`config.mk`:
```
export PLATFORM = sky130hd
export DESIGN_NAME = rxeq_regs
export DESIGN_NICKNAME = d
export VERILOG_FILES = /design/src/rxeq_pkg.sv /design/src/rxeq_adapt.sv /design/src/rxeq_bc_inject.sv /design/src/rxeq_regs.sv
export VERILOG_INCLUDE_DIRS = /design/src /design/src/src
export SDC_FILE = /design/constraint.sdc
export NUM_CORES = 1
export LEC_CHECK = 0
export BUFFER_PORTS_ARGS = -buffer_cell sky130_fd_sc_hd__buf_2
export CORE_MARGIN = 10
export CORE_UTILIZATION = 45
export CTS_CLUSTER_DIAMETER = 30
export DETAILED_ROUTE_END_ITERATION = 10
export MAX_ROUTING_LAYER = met4
export PLACE_DENSITY_LB_ADDON = 0.1
export SLEW_MARGIN = 20
export SYNTH_ARGS = -nofsm -noshare
export SYNTH_HDL_FRONTEND = slang
export SYNTH_SLANG_ARGS = --single-unit
```
`constraint.sdc`:
```
create_clock -name core_clk -period 5.2 [get_ports core_clk]
set_input_delay 0.52 -clock core_clk [delete_from_list [all_inputs] [get_ports core_clk]]
set_output_delay 0.52 -clock core_clk [all_outputs]
set_load 0.01 [all_outputs]
```
`src/rxeq_consts.svh`:
```
// Offsets, field positions, reset values and timing counts of the per-port equalizer debug bank.
// Assumes a 100 MHz core clock; included by bare name.
`ifndef RXEQ_CONSTS_SVH
`define RXEQ_CONSTS_SVH
`define RXEQ_PORT_SEL_ADDR 8'h4C
`define RXEQ_RSVD_LO_ADDR 8'hC0
`define RXEQ_RSVD_HI_ADDR 8'hCF
`define RXEQ_DEBUG_ADDR 8'hD0
`define RXEQ_RSVD_D1_ADDR 8'hD1
`define RXEQ_CTL2_ADDR 8'hD2
`define RXEQ_STATUS_ADDR 8'hD3
`define RXEQ_BYPASS_ADDR 8'hD4
`define RXEQ_LIMITS_ADDR 8'hD5
`define RXEQ_RSVD_D1_VALUE 8'h43
`define RXEQ_PORT_SEL_RESET 8'h0F
`define RXEQ_CTL2_RESET 8'h94
`define RXEQ_BYPASS_RESET 8'h60
`define RXEQ_LIMITS_RESET 8'hF2
`define RXEQ_DEBUG_SELFTEST_BIT 5
`define RXEQ_DEBUG_CONT_BIT 1
`define RXEQ_DEBUG_SINGLE_BIT 0
`define RXEQ_CTL2_FIRST_LOCK_BIT 4
`define RXEQ_CTL2_RESTART_BIT 3
`define RXEQ_CTL2_FLOOR_BIT 2
`define RXEQ_BYPASS_LOCK_MODE_BIT 4
`define RXEQ_BYPASS_DISABLE_BIT 0
// Shortest relock wait, 164 us; longer codes double it
`define RXEQ_RELOCK_BASE_NS 164000
`define RXEQ_CLK_PERIOD_NS 10
`define RXEQ_RELOCK_BASE_CYCLES (`RXEQ_RELOCK_BASE_NS / `RXEQ_CLK_PERIOD_NS)
`endif

```
`src/rxeq_pkg.sv`:
```
// Types shared by the equalizer debug bank modules.
// Assumes the constants header is included where offsets are needed.
package rxeq_pkg;
	// Gray-coded adaptation states along idle, wait, done, hold
	typedef enum logic [1:0] {
		RXEQ_IDLE = 2'b00,
		RXEQ_WAIT = 2'b01,
		RXEQ_DONE = 2'b11,
		RXEQ_HOLD = 2'b10
	} rxeq_state_type;
	typedef struct packed {
		logic [7:0] debug_ctl;
		logic [7:0] ctl2;
		logic [7:0] bypass;
		logic [7:0] limits;
	} rxeq_regs_type;
endpackage

```
`src/rxeq_adapt.sv`:
```
// Adaptive equalizer stepping engine for one receive port.
// Assumes the lock input synchronous to core_clk.
`timescale 1ns/10ps
`include "rxeq_consts.svh"
module rxeq_adapt
	import rxeq_pkg::*;
(
	input wire logic core_clk,
	input wire logic arst_n,
	input wire logic [2:0] relock_code,
	input wire logic first_lock_restart,
	input wire logic restart,
	input wire logic floor_enable,
	input wire logic [3:0] floor_setting,
	input wire logic [3:0] max_setting,
	input wire logic adapt_disable,
	input wire logic lock_mode,
	input wire logic [5:0] manual_setting,
	input wire logic cdr_lock,
	output logic [5:0] eq_setting,
	output logic [5:0] eq_state,
	output logic rx_lock
);
	typedef struct packed {
		rxeq_state_type state;
		logic [3:0] level;
		logic [21:0] count;
		logic prev_lock;
		logic seen_lock;
		logic [5:0] setting;
		logic lock;
	} rxeq_adapt_type;
	rxeq_adapt_type cur;
	rxeq_adapt_type next_cur;
	logic [21:0] wait_cycles;
	logic [3:0] start_level;

	// Wait length doubles per code; 164 us base times 2^code
	assign wait_cycles = 22'(`RXEQ_RELOCK_BASE_CYCLES) << relock_code;
	assign start_level = floor_enable ? floor_setting : 4'h0;

	// Next-state logic of the stepping engine
	always_comb begin
		next_cur = cur;
		next_cur.prev_lock = cdr_lock;
		if (restart || (first_lock_restart && cdr_lock && !cur.seen_lock)) begin
			next_cur.level = start_level;
			next_cur.count = 22'h0;
			next_cur.state = RXEQ_WAIT;
		end else begin
			case (cur.state)
				RXEQ_IDLE: begin
					next_cur.level = start_level;
					next_cur.state = RXEQ_WAIT;
				end
				RXEQ_WAIT: begin
					if (cdr_lock) begin
						next_cur.state = RXEQ_DONE;
					end else if (cur.count + 22'h1 >= wait_cycles) begin
						next_cur.count = 22'h0;
						// Step up one, never above max; wrap to start to keep searching
						if (cur.level < max_setting) begin
							next_cur.level = cur.level + 4'h1;
						end else begin
							next_cur.level = start_level;
						end
					end else begin
						next_cur.count = cur.count + 22'h1;
					end
				end
				RXEQ_DONE: begin
					if (!cdr_lock) begin
						next_cur.count = 22'h0;
						next_cur.state = RXEQ_WAIT;
					end
				end
				default: next_cur.state = RXEQ_IDLE;
			endcase
		end
		if (cdr_lock) begin
			next_cur.seen_lock = 1'b1;
		end
		// Bypass overrides the adaptive result with the manual fields
		next_cur.setting = adapt_disable ? manual_setting : {2'h0, cur.level};
		next_cur.lock = lock_mode ? (cdr_lock && (adapt_disable || cur.state == RXEQ_DONE))
			: cdr_lock;
	end

	// State register
	always_ff @(posedge core_clk or negedge arst_n) begin
		if (!arst_n) begin
			cur <= '0;
		end else begin
			cur <= next_cur;
		end
	end

	assign eq_setting = cur.setting;
	assign eq_state = {1'b0, cur.state, cur.level[2:0]};
	assign rx_lock = cur.lock;

	// A lowered maximum takes hold at the next step; a step never lands above it
	property p_max_bound;
		@(posedge core_clk) disable iff (!arst_n)
		(cur.level == $past(cur.level) + 4'h1 && cur.level != 4'h0 && !$past(restart))
			|-> (cur.level <= $past(max_setting));
	endproperty
	a_max_bound: assert property (p_max_bound) else $error("level above maximum");

	property p_bypass;
		@(posedge core_clk) disable iff (!arst_n)
		adapt_disable |=> (eq_setting == $past(manual_setting));
	endproperty
	a_bypass: assert property (p_bypass) else $error("bypass setting wrong");

	property p_restart;
		@(posedge core_clk) disable iff (!arst_n)
		restart |=> (cur.level == $past(start_level) && cur.state == RXEQ_WAIT);
	endproperty
	a_restart: assert property (p_restart) else $error("restart missed");

	property p_lock_mode;
		@(posedge core_clk) disable iff (!arst_n)
		(!lock_mode && !cdr_lock) |=> !rx_lock;
	endproperty
	a_lock_mode: assert property (p_lock_mode) else $error("lock without circuit");
endmodule

```
`src/rxeq_bc_inject.sv`:
```
// Back-channel error injector for one receive port.
// Assumes a frame strobe of one cycle per outgoing back-channel frame.
`timescale 1ns/10ps
module rxeq_bc_inject
	import rxeq_pkg::*;
(
	input wire logic core_clk,
	input wire logic arst_n,
	input wire logic continuous,
	input wire logic single_set,
	input wire logic frame_strobe,
	output logic single_pending,
	output logic corrupt
);
	typedef struct packed {
		logic pending;
		logic corrupt;
	} rxeq_inj_type;
	rxeq_inj_type cur;
	rxeq_inj_type next_cur;

	// Set wins over the self-clear so a write during a frame is kept
	always_comb begin
		next_cur = cur;
		next_cur.corrupt = frame_strobe && (continuous || cur.pending);
		if (single_set) begin
			next_cur.pending = 1'b1;
		end else if (frame_strobe) begin
			next_cur.pending = 1'b0;
		end
	end

	// State register
	always_ff @(posedge core_clk or negedge arst_n) begin
		if (!arst_n) begin
			cur <= '0;
		end else begin
			cur <= next_cur;
		end
	end

	assign single_pending = cur.pending;
	assign corrupt = cur.corrupt;

	property p_single;
		@(posedge core_clk) disable iff (!arst_n)
		(cur.pending && frame_strobe && !single_set) |=> (!cur.pending && corrupt);
	endproperty
	a_single: assert property (p_single) else $error("single error not issued");

	property p_cont;
		@(posedge core_clk) disable iff (!arst_n)
		(frame_strobe && continuous) |=> corrupt;
	endproperty
	a_cont: assert property (p_cont) else $error("continuous error missed");

	property p_quiet;
		@(posedge core_clk) disable iff (!arst_n)
		(!frame_strobe) |=> !corrupt;
	endproperty
	a_quiet: assert property (p_quiet) else $error("corrupt outside frame");
endmodule

```
`src/rxeq_regs.sv`:
```
// Paged per-port debug and adaptive equalizer register bank.
// Assumes a byte-wide register port from the I2C target decoder, synchronous to core_clk.
`timescale 1ns/10ps
`include "rxeq_consts.svh"
module rxeq_regs
	import rxeq_pkg::*;
(
	input wire logic core_clk,
	input wire logic arst_n,
	input wire logic reg_wr,
	input wire logic reg_rd,
	input wire logic [7:0] reg_addr,
	input wire logic [7:0] reg_wdata,
	output logic [7:0] reg_rdata,
	output logic reg_rvalid,
	input wire logic [3:0] partner_selftest_active,
	input wire logic [3:0] cdr_lock,
	input wire logic [3:0] bc_frame_strobe,
	output logic [3:0] bc_corrupt,
	output logic [23:0] eq_setting,
	output logic [3:0] rx_lock
);
	typedef struct packed {
		logic [7:0] receive_port_select;
		rxeq_regs_type [3:0] port;
		logic [7:0] rdata;
		logic rvalid;
	} rxeq_bank_type;
	rxeq_bank_type cur;
	rxeq_bank_type next_cur;
	logic [3:0] single_pending;
	logic [3:0] restart_pulse;
	logic [3:0] single_set;
	logic [23:0] eq_state;
	logic [1:0] rd_port;
	logic [3:0] wr_mask;
	logic [7:0] rd_word;

	assign rd_port = cur.receive_port_select[5:4];
	assign wr_mask = cur.receive_port_select[3:0];

	// Per-port engines; one copy of each paged register per port
	genvar gi;
	generate
		for (gi = 0; gi < 4; gi++) begin : g_port
			assign restart_pulse[gi] = cur.port[gi].ctl2[`RXEQ_CTL2_RESTART_BIT];
			assign single_set[gi] = reg_wr && wr_mask[gi] && reg_addr == `RXEQ_DEBUG_ADDR
				&& reg_wdata[`RXEQ_DEBUG_SINGLE_BIT];
			rxeq_adapt u_adapt (
				.core_clk(core_clk),
				.arst_n(arst_n),
				.relock_code(cur.port[gi].ctl2[7:5]),
				.first_lock_restart(cur.port[gi].ctl2[`RXEQ_CTL2_FIRST_LOCK_BIT]),
				.restart(restart_pulse[gi]),
				.floor_enable(cur.port[gi].ctl2[`RXEQ_CTL2_FLOOR_BIT]),
				.floor_setting(cur.port[gi].limits[3:0]),
				.max_setting(cur.port[gi].limits[7:4]),
				.adapt_disable(cur.port[gi].bypass[`RXEQ_BYPASS_DISABLE_BIT]),
				.lock_mode(cur.port[gi].bypass[`RXEQ_BYPASS_LOCK_MODE_BIT]),
				.manual_setting({cur.port[gi].bypass[7:5], cur.port[gi].bypass[3:1]}),
				.cdr_lock(cdr_lock[gi]),
				.eq_setting(eq_setting[gi*6 +: 6]),
				.eq_state(eq_state[gi*6 +: 6]),
				.rx_lock(rx_lock[gi])
			);
			rxeq_bc_inject u_inject (
				.core_clk(core_clk),
				.arst_n(arst_n),
				.continuous(cur.port[gi].debug_ctl[`RXEQ_DEBUG_CONT_BIT]),
				.single_set(single_set[gi]),
				.frame_strobe(bc_frame_strobe[gi]),
				.single_pending(single_pending[gi]),
				.corrupt(bc_corrupt[gi])
			);
		end
	endgenerate

	// Read mux for the selected port; unknown addresses and the reserved block read zero
	always_comb begin
		rd_word = 8'h00;
		if (reg_addr == `RXEQ_PORT_SEL_ADDR) begin
			rd_word = cur.receive_port_select;
		end else if (reg_addr >= `RXEQ_RSVD_LO_ADDR && reg_addr <= `RXEQ_RSVD_HI_ADDR) begin
			rd_word = 8'h00;
		end else begin
			case (reg_addr)
				`RXEQ_DEBUG_ADDR: rd_word = {2'h0, partner_selftest_active[rd_port], 3'h0,
					cur.port[rd_port].debug_ctl[1], single_pending[rd_port]};
				`RXEQ_RSVD_D1_ADDR: rd_word = `RXEQ_RSVD_D1_VALUE;
				`RXEQ_CTL2_ADDR: rd_word = {cur.port[rd_port].ctl2[7:4], 1'b0,
					cur.port[rd_port].ctl2[2], 2'h0};
				`RXEQ_STATUS_ADDR: rd_word = {2'h0, eq_state[rd_port*6 +: 6]};
				`RXEQ_BYPASS_ADDR: rd_word = cur.port[rd_port].bypass;
				`RXEQ_LIMITS_ADDR: rd_word = cur.port[rd_port].limits;
				default: rd_word = 8'h00;
			endcase
		end
	end

	// Register writes, restart self-clear and read data capture
	always_comb begin
		next_cur = cur;
		next_cur.rvalid = reg_rd;
		next_cur.rdata = reg_rd ? rd_word : cur.rdata;
		for (int i = 0; i < 4; i++) begin
			next_cur.port[i].ctl2[`RXEQ_CTL2_RESTART_BIT] = 1'b0;
			if (reg_wr && wr_mask[i]) begin
				case (reg_addr)
					`RXEQ_DEBUG_ADDR: next_cur.port[i].debug_ctl = {6'h00,
						reg_wdata[`RXEQ_DEBUG_CONT_BIT], 1'b0};
					`RXEQ_CTL2_ADDR: next_cur.port[i].ctl2 = {reg_wdata[7:2], 2'h0};
					`RXEQ_BYPASS_ADDR: next_cur.port[i].bypass = reg_wdata;
					`RXEQ_LIMITS_ADDR: next_cur.port[i].limits = reg_wdata;
					default: next_cur.port[i] = next_cur.port[i];
				endcase
			end
		end
		if (reg_wr && reg_addr == `RXEQ_PORT_SEL_ADDR) begin
			next_cur.receive_port_select = reg_wdata;
		end
	end

	// State register
	always_ff @(posedge core_clk or negedge arst_n) begin
		if (!arst_n) begin
			cur.receive_port_select <= `RXEQ_PORT_SEL_RESET;
			for (int i = 0; i < 4; i++) begin
				cur.port[i].debug_ctl <= 8'h00;
				cur.port[i].ctl2 <= `RXEQ_CTL2_RESET;
				cur.port[i].bypass <= `RXEQ_BYPASS_RESET;
				cur.port[i].limits <= `RXEQ_LIMITS_RESET;
			end
			cur.rdata <= 8'h00;
			cur.rvalid <= 1'b0;
		end else begin
			cur <= next_cur;
		end
	end

	assign reg_rdata = cur.rdata;
	assign reg_rvalid = cur.rvalid;

	property p_rsvd_zero;
		@(posedge core_clk) disable iff (!arst_n)
		(reg_rd && reg_addr >= 8'hC0 && reg_addr <= 8'hCF) |=> (reg_rvalid && reg_rdata == 8'h00);
	endproperty
	a_rsvd_zero: assert property (p_rsvd_zero) else $error("reserved block not zero");

	property p_read_page;
		@(posedge core_clk) disable iff (!arst_n)
		(reg_rd && reg_addr == `RXEQ_LIMITS_ADDR)
			|=> (reg_rdata == $past(cur.port[rd_port].limits));
	endproperty
	a_read_page: assert property (p_read_page) else $error("wrong port read");

	property p_write_mask;
		@(posedge core_clk) disable iff (!arst_n)
		(reg_wr && reg_addr == `RXEQ_BYPASS_ADDR && !wr_mask[0])
			|=> $stable(cur.port[0].bypass);
	endproperty
	a_write_mask: assert property (p_write_mask) else $error("unselected port written");

	property p_restart_clear;
		@(posedge core_clk) disable iff (!arst_n)
		restart_pulse[0] |=> !restart_pulse[0];
	endproperty
	a_restart_clear: assert property (p_restart_clear) else $error("restart stuck");

	property p_selftest;
		@(posedge core_clk) disable iff (!arst_n)
		(reg_rd && reg_addr == `RXEQ_DEBUG_ADDR)
			|=> (reg_rdata[5] == $past(partner_selftest_active[rd_port]));
	endproperty
	a_selftest: assert property (p_selftest) else $error("self-test flag wrong");

	// Every read strobe is answered on the next cycle
	property p_rvalid_pulse;
		@(posedge core_clk) disable iff (!arst_n)
		reg_rd
			|=> reg_rvalid;
	endproperty
	a_rvalid_pulse: assert property (p_rvalid_pulse) else $error("read not answered");

	// No answer without a read strobe
	property p_rvalid_quiet;
		@(posedge core_clk) disable iff (!arst_n)
		!reg_rd
			|=> !reg_rvalid;
	endproperty
	a_rvalid_quiet: assert property (p_rvalid_quiet) else $error("answer without read");

	// Read data holds between reads so a slow host can still pick it up
	property p_rdata_hold;
		@(posedge core_clk) disable iff (!arst_n)
		!reg_rd
			|=> $stable(reg_rdata);
	endproperty
	a_rdata_hold: assert property (p_rdata_hold) else $error("read data moved");

	// Bypass reads come from the read-selected port
	property p_read_bypass;
		@(posedge core_clk) disable iff (!arst_n)
		(reg_rd && reg_addr == `RXEQ_BYPASS_ADDR)
			|=> (reg_rdata == $past(cur.port[rd_port].bypass));
	endproperty
	a_read_bypass: assert property (p_read_bypass) else $error("bypass read wrong port");

	// The select register itself is not paged
	property p_read_sel;
		@(posedge core_clk) disable iff (!arst_n)
		(reg_rd && reg_addr == `RXEQ_PORT_SEL_ADDR)
			|=> (reg_rdata == $past(cur.receive_port_select));
	endproperty
	a_read_sel: assert property (p_read_sel) else $error("select read wrong");

	// A select write takes effect for the next access
	property p_write_sel;
		@(posedge core_clk) disable iff (!arst_n)
		(reg_wr && reg_addr == `RXEQ_PORT_SEL_ADDR)
			|=> (cur.receive_port_select == $past(reg_wdata));
	endproperty
	a_write_sel: assert property (p_write_sel) else $error("select not written");

	// An enabled port takes the limits byte
	property p_write_limits;
		@(posedge core_clk) disable iff (!arst_n)
		(reg_wr && reg_addr == `RXEQ_LIMITS_ADDR && wr_mask[1])
			|=> (cur.port[1].limits == $past(reg_wdata));
	endproperty
	a_write_limits: assert property (p_write_limits) else $error("enabled port missed");

	// A port without its write enable keeps its limits
	property p_mask_limits;
		@(posedge core_clk) disable iff (!arst_n)
		(reg_wr && reg_addr == `RXEQ_LIMITS_ADDR && !wr_mask[3])
			|=> $stable(cur.port[3].limits);
	endproperty
	a_mask_limits: assert property (p_mask_limits) else $error("masked port written");

	// Bypass byte lands whole, disable bit and manual fields together
	property p_write_bypass;
		@(posedge core_clk) disable iff (!arst_n)
		(reg_wr && reg_addr == `RXEQ_BYPASS_ADDR && wr_mask[2])
			|=> (cur.port[2].bypass == $past(reg_wdata));
	endproperty
	a_write_bypass: assert property (p_write_bypass) else $error("bypass not written");

	// Reserved debug bits read zero
	property p_debug_layout;
		@(posedge core_clk) disable iff (!arst_n)
		(reg_rd && reg_addr == `RXEQ_DEBUG_ADDR)
			|=> (reg_rdata[7:6] == 2'h0 && reg_rdata[4:2] == 3'h0);
	endproperty
	a_debug_layout: assert property (p_debug_layout) else $error("debug reserved set");

	// Continuous injection bit reads back per port
	property p_read_cont;
		@(posedge core_clk) disable iff (!arst_n)
		(reg_rd && reg_addr == `RXEQ_DEBUG_ADDR)
			|=> (reg_rdata[1] == $past(cur.port[rd_port].debug_ctl[1]));
	endproperty
	a_read_cont: assert property (p_read_cont) else $error("continuous bit wrong");

	// Single injection bit reads one until a frame consumes it
	property p_read_single;
		@(posedge core_clk) disable iff (!arst_n)
		(reg_rd && reg_addr == `RXEQ_DEBUG_ADDR)
			|=> (reg_rdata[0] == $past(single_pending[rd_port]));
	endproperty
	a_read_single: assert property (p_read_single) else $error("single bit wrong");

	// A single-error write arms the injector
	property p_single_arm;
		@(posedge core_clk) disable iff (!arst_n)
		single_set[0]
			|=> single_pending[0];
	endproperty
	a_single_arm: assert property (p_single_arm) else $error("single error not armed");

	// Continuous bit follows the written value
	property p_cont_write;
		@(posedge core_clk) disable iff (!arst_n)
		(reg_wr && reg_addr == `RXEQ_DEBUG_ADDR && wr_mask[0])
			|=> (cur.port[0].debug_ctl[1] == $past(reg_wdata[1]));
	endproperty
	a_cont_write: assert property (p_cont_write) else $error("continuous not written");

	// A restart write reaches the engine on the next cycle
	property p_restart_arm;
		@(posedge core_clk) disable iff (!arst_n)
		(reg_wr && reg_addr == `RXEQ_CTL2_ADDR && wr_mask[2] && reg_wdata[3])
			|=> restart_pulse[2];
	endproperty
	a_restart_arm: assert property (p_restart_arm) else $error("restart not issued");

	// Restart and reserved bits of control two read zero
	property p_ctl2_layout;
		@(posedge core_clk) disable iff (!arst_n)
		(reg_rd && reg_addr == `RXEQ_CTL2_ADDR)
			|=> (reg_rdata[3] == 1'b0 && reg_rdata[1:0] == 2'h0);
	endproperty
	a_ctl2_layout: assert property (p_ctl2_layout) else $error("control two layout");

	// Status top bits are reserved
	property p_status_layout;
		@(posedge core_clk) disable iff (!arst_n)
		(reg_rd && reg_addr == `RXEQ_STATUS_ADDR)
			|=> (reg_rdata[7:6] == 2'h0);
	endproperty
	a_status_layout: assert property (p_status_layout) else $error("status top bits");

	// Status shows the engine of the read-selected port
	property p_status_page;
		@(posedge core_clk) disable iff (!arst_n)
		(reg_rd && reg_addr == `RXEQ_STATUS_ADDR)
			|=> (reg_rdata[5:0] == $past(eq_state[rd_port*6 +: 6]));
	endproperty
	a_status_page: assert property (p_status_page) else $error("status wrong port");

	// The fixed reserved byte reads its constant
	property p_rsvd_d1;
		@(posedge core_clk) disable iff (!arst_n)
		(reg_rd && reg_addr == `RXEQ_RSVD_D1_ADDR)
			|=> (reg_rdata == `RXEQ_RSVD_D1_VALUE);
	endproperty
	a_rsvd_d1: assert property (p_rsvd_d1) else $error("reserved byte wrong");

	// Addresses past the bank read zero
	property p_unmapped;
		@(posedge core_clk) disable iff (!arst_n)
		(reg_rd && reg_addr > `RXEQ_LIMITS_ADDR)
			|=> (reg_rdata == 8'h00);
	endproperty
	a_unmapped: assert property (p_unmapped) else $error("unmapped not zero");

	// Writes to the reserved block change nothing
	property p_rsvd_write;
		@(posedge core_clk) disable iff (!arst_n)
		(reg_wr && reg_addr >= `RXEQ_RSVD_LO_ADDR && reg_addr <= `RXEQ_RSVD_HI_ADDR)
			|=> ($stable(cur.receive_port_select) && $stable(cur.port[0].bypass));
	endproperty
	a_rsvd_write: assert property (p_rsvd_write) else $error("reserved write acted");
endmodule

```
==> run metrics <==
status=finished, violations left; failing checks=hold timing; Register Area=6590 um2; Post-Synthesis Net Count=1,620; share of the synthesized area in the top cell type=34.63%; gpl congestion=0.9211; largest net degree at the start of global routing=109; crit path time final=4.194 ns; Seq/Total Area, Yosys=42.01%; Gate Count Post-Synth=1,500; commonest cells after routing, fill and taps aside=216 x dfrtp_1, 123 x nand2_1, 94 x mux2_2; post-route setup TNS=0 ns; Synth Area per Inst=10.45 um2; Switching Power=1.634 mW; Die Wd=206.7 um; Worst Hold Margin=-0.02811 ns; fillcell total=3,078; DRT Wirelength=40,890 um; most common cell after layout, fill and taps aside=dfrtp_1; HP Class=in2async; CTS-repair resized insts=0; Critical Path Start Type=flop; unrepaired setup endpoints after global routing=no; worst-margin pin slew=1.053 ns; Die H=206.7 um; total gr overflow=0; nets@finish=1,658; root buffer cell=clkbuf_16; Seq cells post-synth=261; Area contributors post-synth=dfrtp_1 35%, dfstp_2 7.4%, ha_1 7.0%; post-route clock period utilization=80.65%; final hold violation count=13; first-pass GRT wire length=65,930 um; internal power=5.389 mW; Switching Share=23.27%; post-DP HPWL=29,040 um; CTS Buf Count=68; Pleak=8.655 nW; Total Routing Usage GR=20.19%; max cap viols=0; crit path kind=reg2reg; Critical Path Sink Type=flop; Via Count=11,630; crit path max-delay cell type=a31oi_1; CORE AREA=34,460 um2; prevailing post-synth register cell=dfrtp_1; Comb pwr share=5.2%; antenna violations before repair=1; htree depth=3; Top Ports=73; Placement Cell Area=16,070 um2; Max VDD drop=0.2803 mV; Rel. slew slack=29.26%; drt initial violations=607; Post-route DRC=0; Clk Latency, worst-skew pair=0.57 ns; CP cell instances=ha_1, nand3_1, nor4_1, and3_1, and3_1, nand3_1, xnor2_1, ha_1, o21ai_0, nor2_1, a2111oi_2, a21oi_1, a31oi_1, nor2_1, o32a_1; Post-synth EDFFs=0; CTS tree=yes; vias in the first global route=11,840; area occupied by multi-input gates=8244 um2; drt pass-1 iters=5; # setup viols final=0; Post-Place Worst Slack=0.9397 ns; post-route setup slack=1.006 ns; Post-CTS Setup Bufs=0; Layout area overhead=18.03%; Sequential Power Share=31.7%; post-DR vias/cell=5.671; clock power share=63.1%; FMAX=0.2385 GHz; ANT nets after route=0; Worst EP required=5.64 ns; port buffer count=72; Mapped Area=15,680 um2; Slew Viols, Final=0; Initial Util=45.50%; Num Clock Sinks=261; delay-heaviest family, CP=simple AND/OR/NAND/NOR gates; Crit Path Max Fanout=8; hold_buf cts=0; asr flop ratio synth=100.0%; PD cells=379.5 nW/um2; share of cells above drive strength 1=27.16%; row count=68; crit path DAT=4.63 ns; die area=42,710 um2; skew final=0.01512 ns; maximum root-to-sink buffer count=3; final design instance area without fill=18,510 um2; CP bufs+invs=0; post-synth top area cell=dfrtp_1; Synth warnings=0; post-DR wirelength/cell=19.94 um; Cell variety after synth=84; max incr delay on CP=0.56 ns; clock-pin slew on the worst setup and hold paths=0.05 ns
power by group through the flow:
stage	logic (mW)	registers (mW)	clock network (mW)
2_1_floorplan	0.258	2.20	0
3_3_place_gp	0.363	2.25	0
3_5_place_dp	0.368	2.25	0
4_1_cts	0.371	2.23	4.50
5_1_grt	0.414	2.24	4.62
6_report	0.364	2.23	4.43
layout make-up:
class                           instances  share of cell area, %
Antenna cell                            1                0.01352
Clock buffer                           88                  10.32
Inverter                               52                  1.055
Timing Repair Buffer                   84                  2.556
Tap cell                              455                  3.076
Clock inverter                         38                  2.813
Multi-Input combinational cell       1071                  44.55
Sequential cell                       261                  35.61
state kept, by name, summed over array words and instances, names as in the netlist:
name	cells
cur	100
g_port.u_adapt.rx_lock	4
g_port.u_inject.single_pending	4
g_port.u_adapt.eq_state	20
g_port.u_adapt.cur	96
g_port.u_inject.corrupt	4
g_port.u_adapt.eq_setting	24
reg_rvalid	1
reg_rdata	8
Yosys cell counts (8+ instances only):
cell type  number
a211oi_1       11
a21o_1         29
a21oi_1        75
a22o_1         15
a31oi_1        54
and2_1         15
and3_1         32
buf_2          16
buf_4          43
clkbuf_1       45
dfrtp_1       217
dfstp_2        44
ha_1           88
inv_1          51
mux2_2         94
mux4_2         29
nand2_1       123
nand2b_1       17
nand3_1        41
nand3b_1       16
nand4_1        19
nor2_1         65
nor2b_1         8
nor3_1         14
nor3b_1        10
o211ai_1        8
o21a_1         14
o21ai_0        70
o21bai_1        8
or2_2          11
or3_1          13
xnor2_1        39
xor2_1         31
worst paths after layout:
path                                                                      end  cells after the start  slack (ns)                            startpoint
worst max register to register          g_port[1].u_adapt.cur[34]$_DFFE_PN0P_                     15        1.01  g_port[1].u_adapt.cur[9]$_DFFE_PN0P_
worst min-delay path                     g_port[0].u_adapt.cur[9]$_DFFE_PN0P_                      1       -0.03                                arst_n
worst min register to register      g_port[1].u_adapt.eq_state[4]$_DFFE_PN0P_                      1        0.46                     cur[60]$_DFF_PN0_
min in group core_clk           g_port[1].u_inject.single_pending$_DFFE_PN0P_                      2        0.16                    bc_frame_strobe[1]
max in group asynchronous               g_port[3].u_adapt.cur[23]$_DFFE_PN0P_                      2        3.88                                arst_n
worst max-delay path                    g_port[1].u_adapt.cur[34]$_DFFE_PN0P_                     15        1.01  g_port[1].u_adapt.cur[9]$_DFFE_PN0P_
logic make-up (layout without fill, tap and decap cells):
group / after synthesis / count (layout) / share of synthesized area, %
AO/OA/AOI/OAI: 353 / 353 / 15.02
XOR/XNOR: 70 / 70 / 3.910
adder cells (fa/ha/maj): 88 / 88 / 7.023
buffers and inverters: 168 / 262 / 5.450
flip-flops: 261 / 261 / 42.01
multiplexers: 125 / 125 / 11.04
other: 0 / 1 / 0
AND/OR/NAND/NOR: 435 / 435 / 15.55
stage by stage:
step	std cells	util (%)	power [mW]
2_1_floorplan	1500	-	2.463
3_3_place_gp	1923	46.63	2.613
3_5_place_dp	1923	46.63	2.621
4_1_cts	2049	53.69	7.098
5_1_grt	2050	53.70	7.273
6_report	2050	53.70	7.023
routing by layer:
metal  track usage (%)  wire length (um)
met1             25.40             18440
met3             3.839              1852
met5                 -                 0
met2             31.07             19040
met4             9.278              1551
worst reg2reg max path: cells and delay by family, from the launching register on:
family	cells	cell delay, ns
AND/OR/NAND/NOR	7	1.62
AO/OA/AOI/OAI	5	1.36
adder cells (fa/ha/maj)	2	0.53
flip-flops	1	0.41
XOR/XNOR	1	0.15
(Power assumes the default switching activity.)
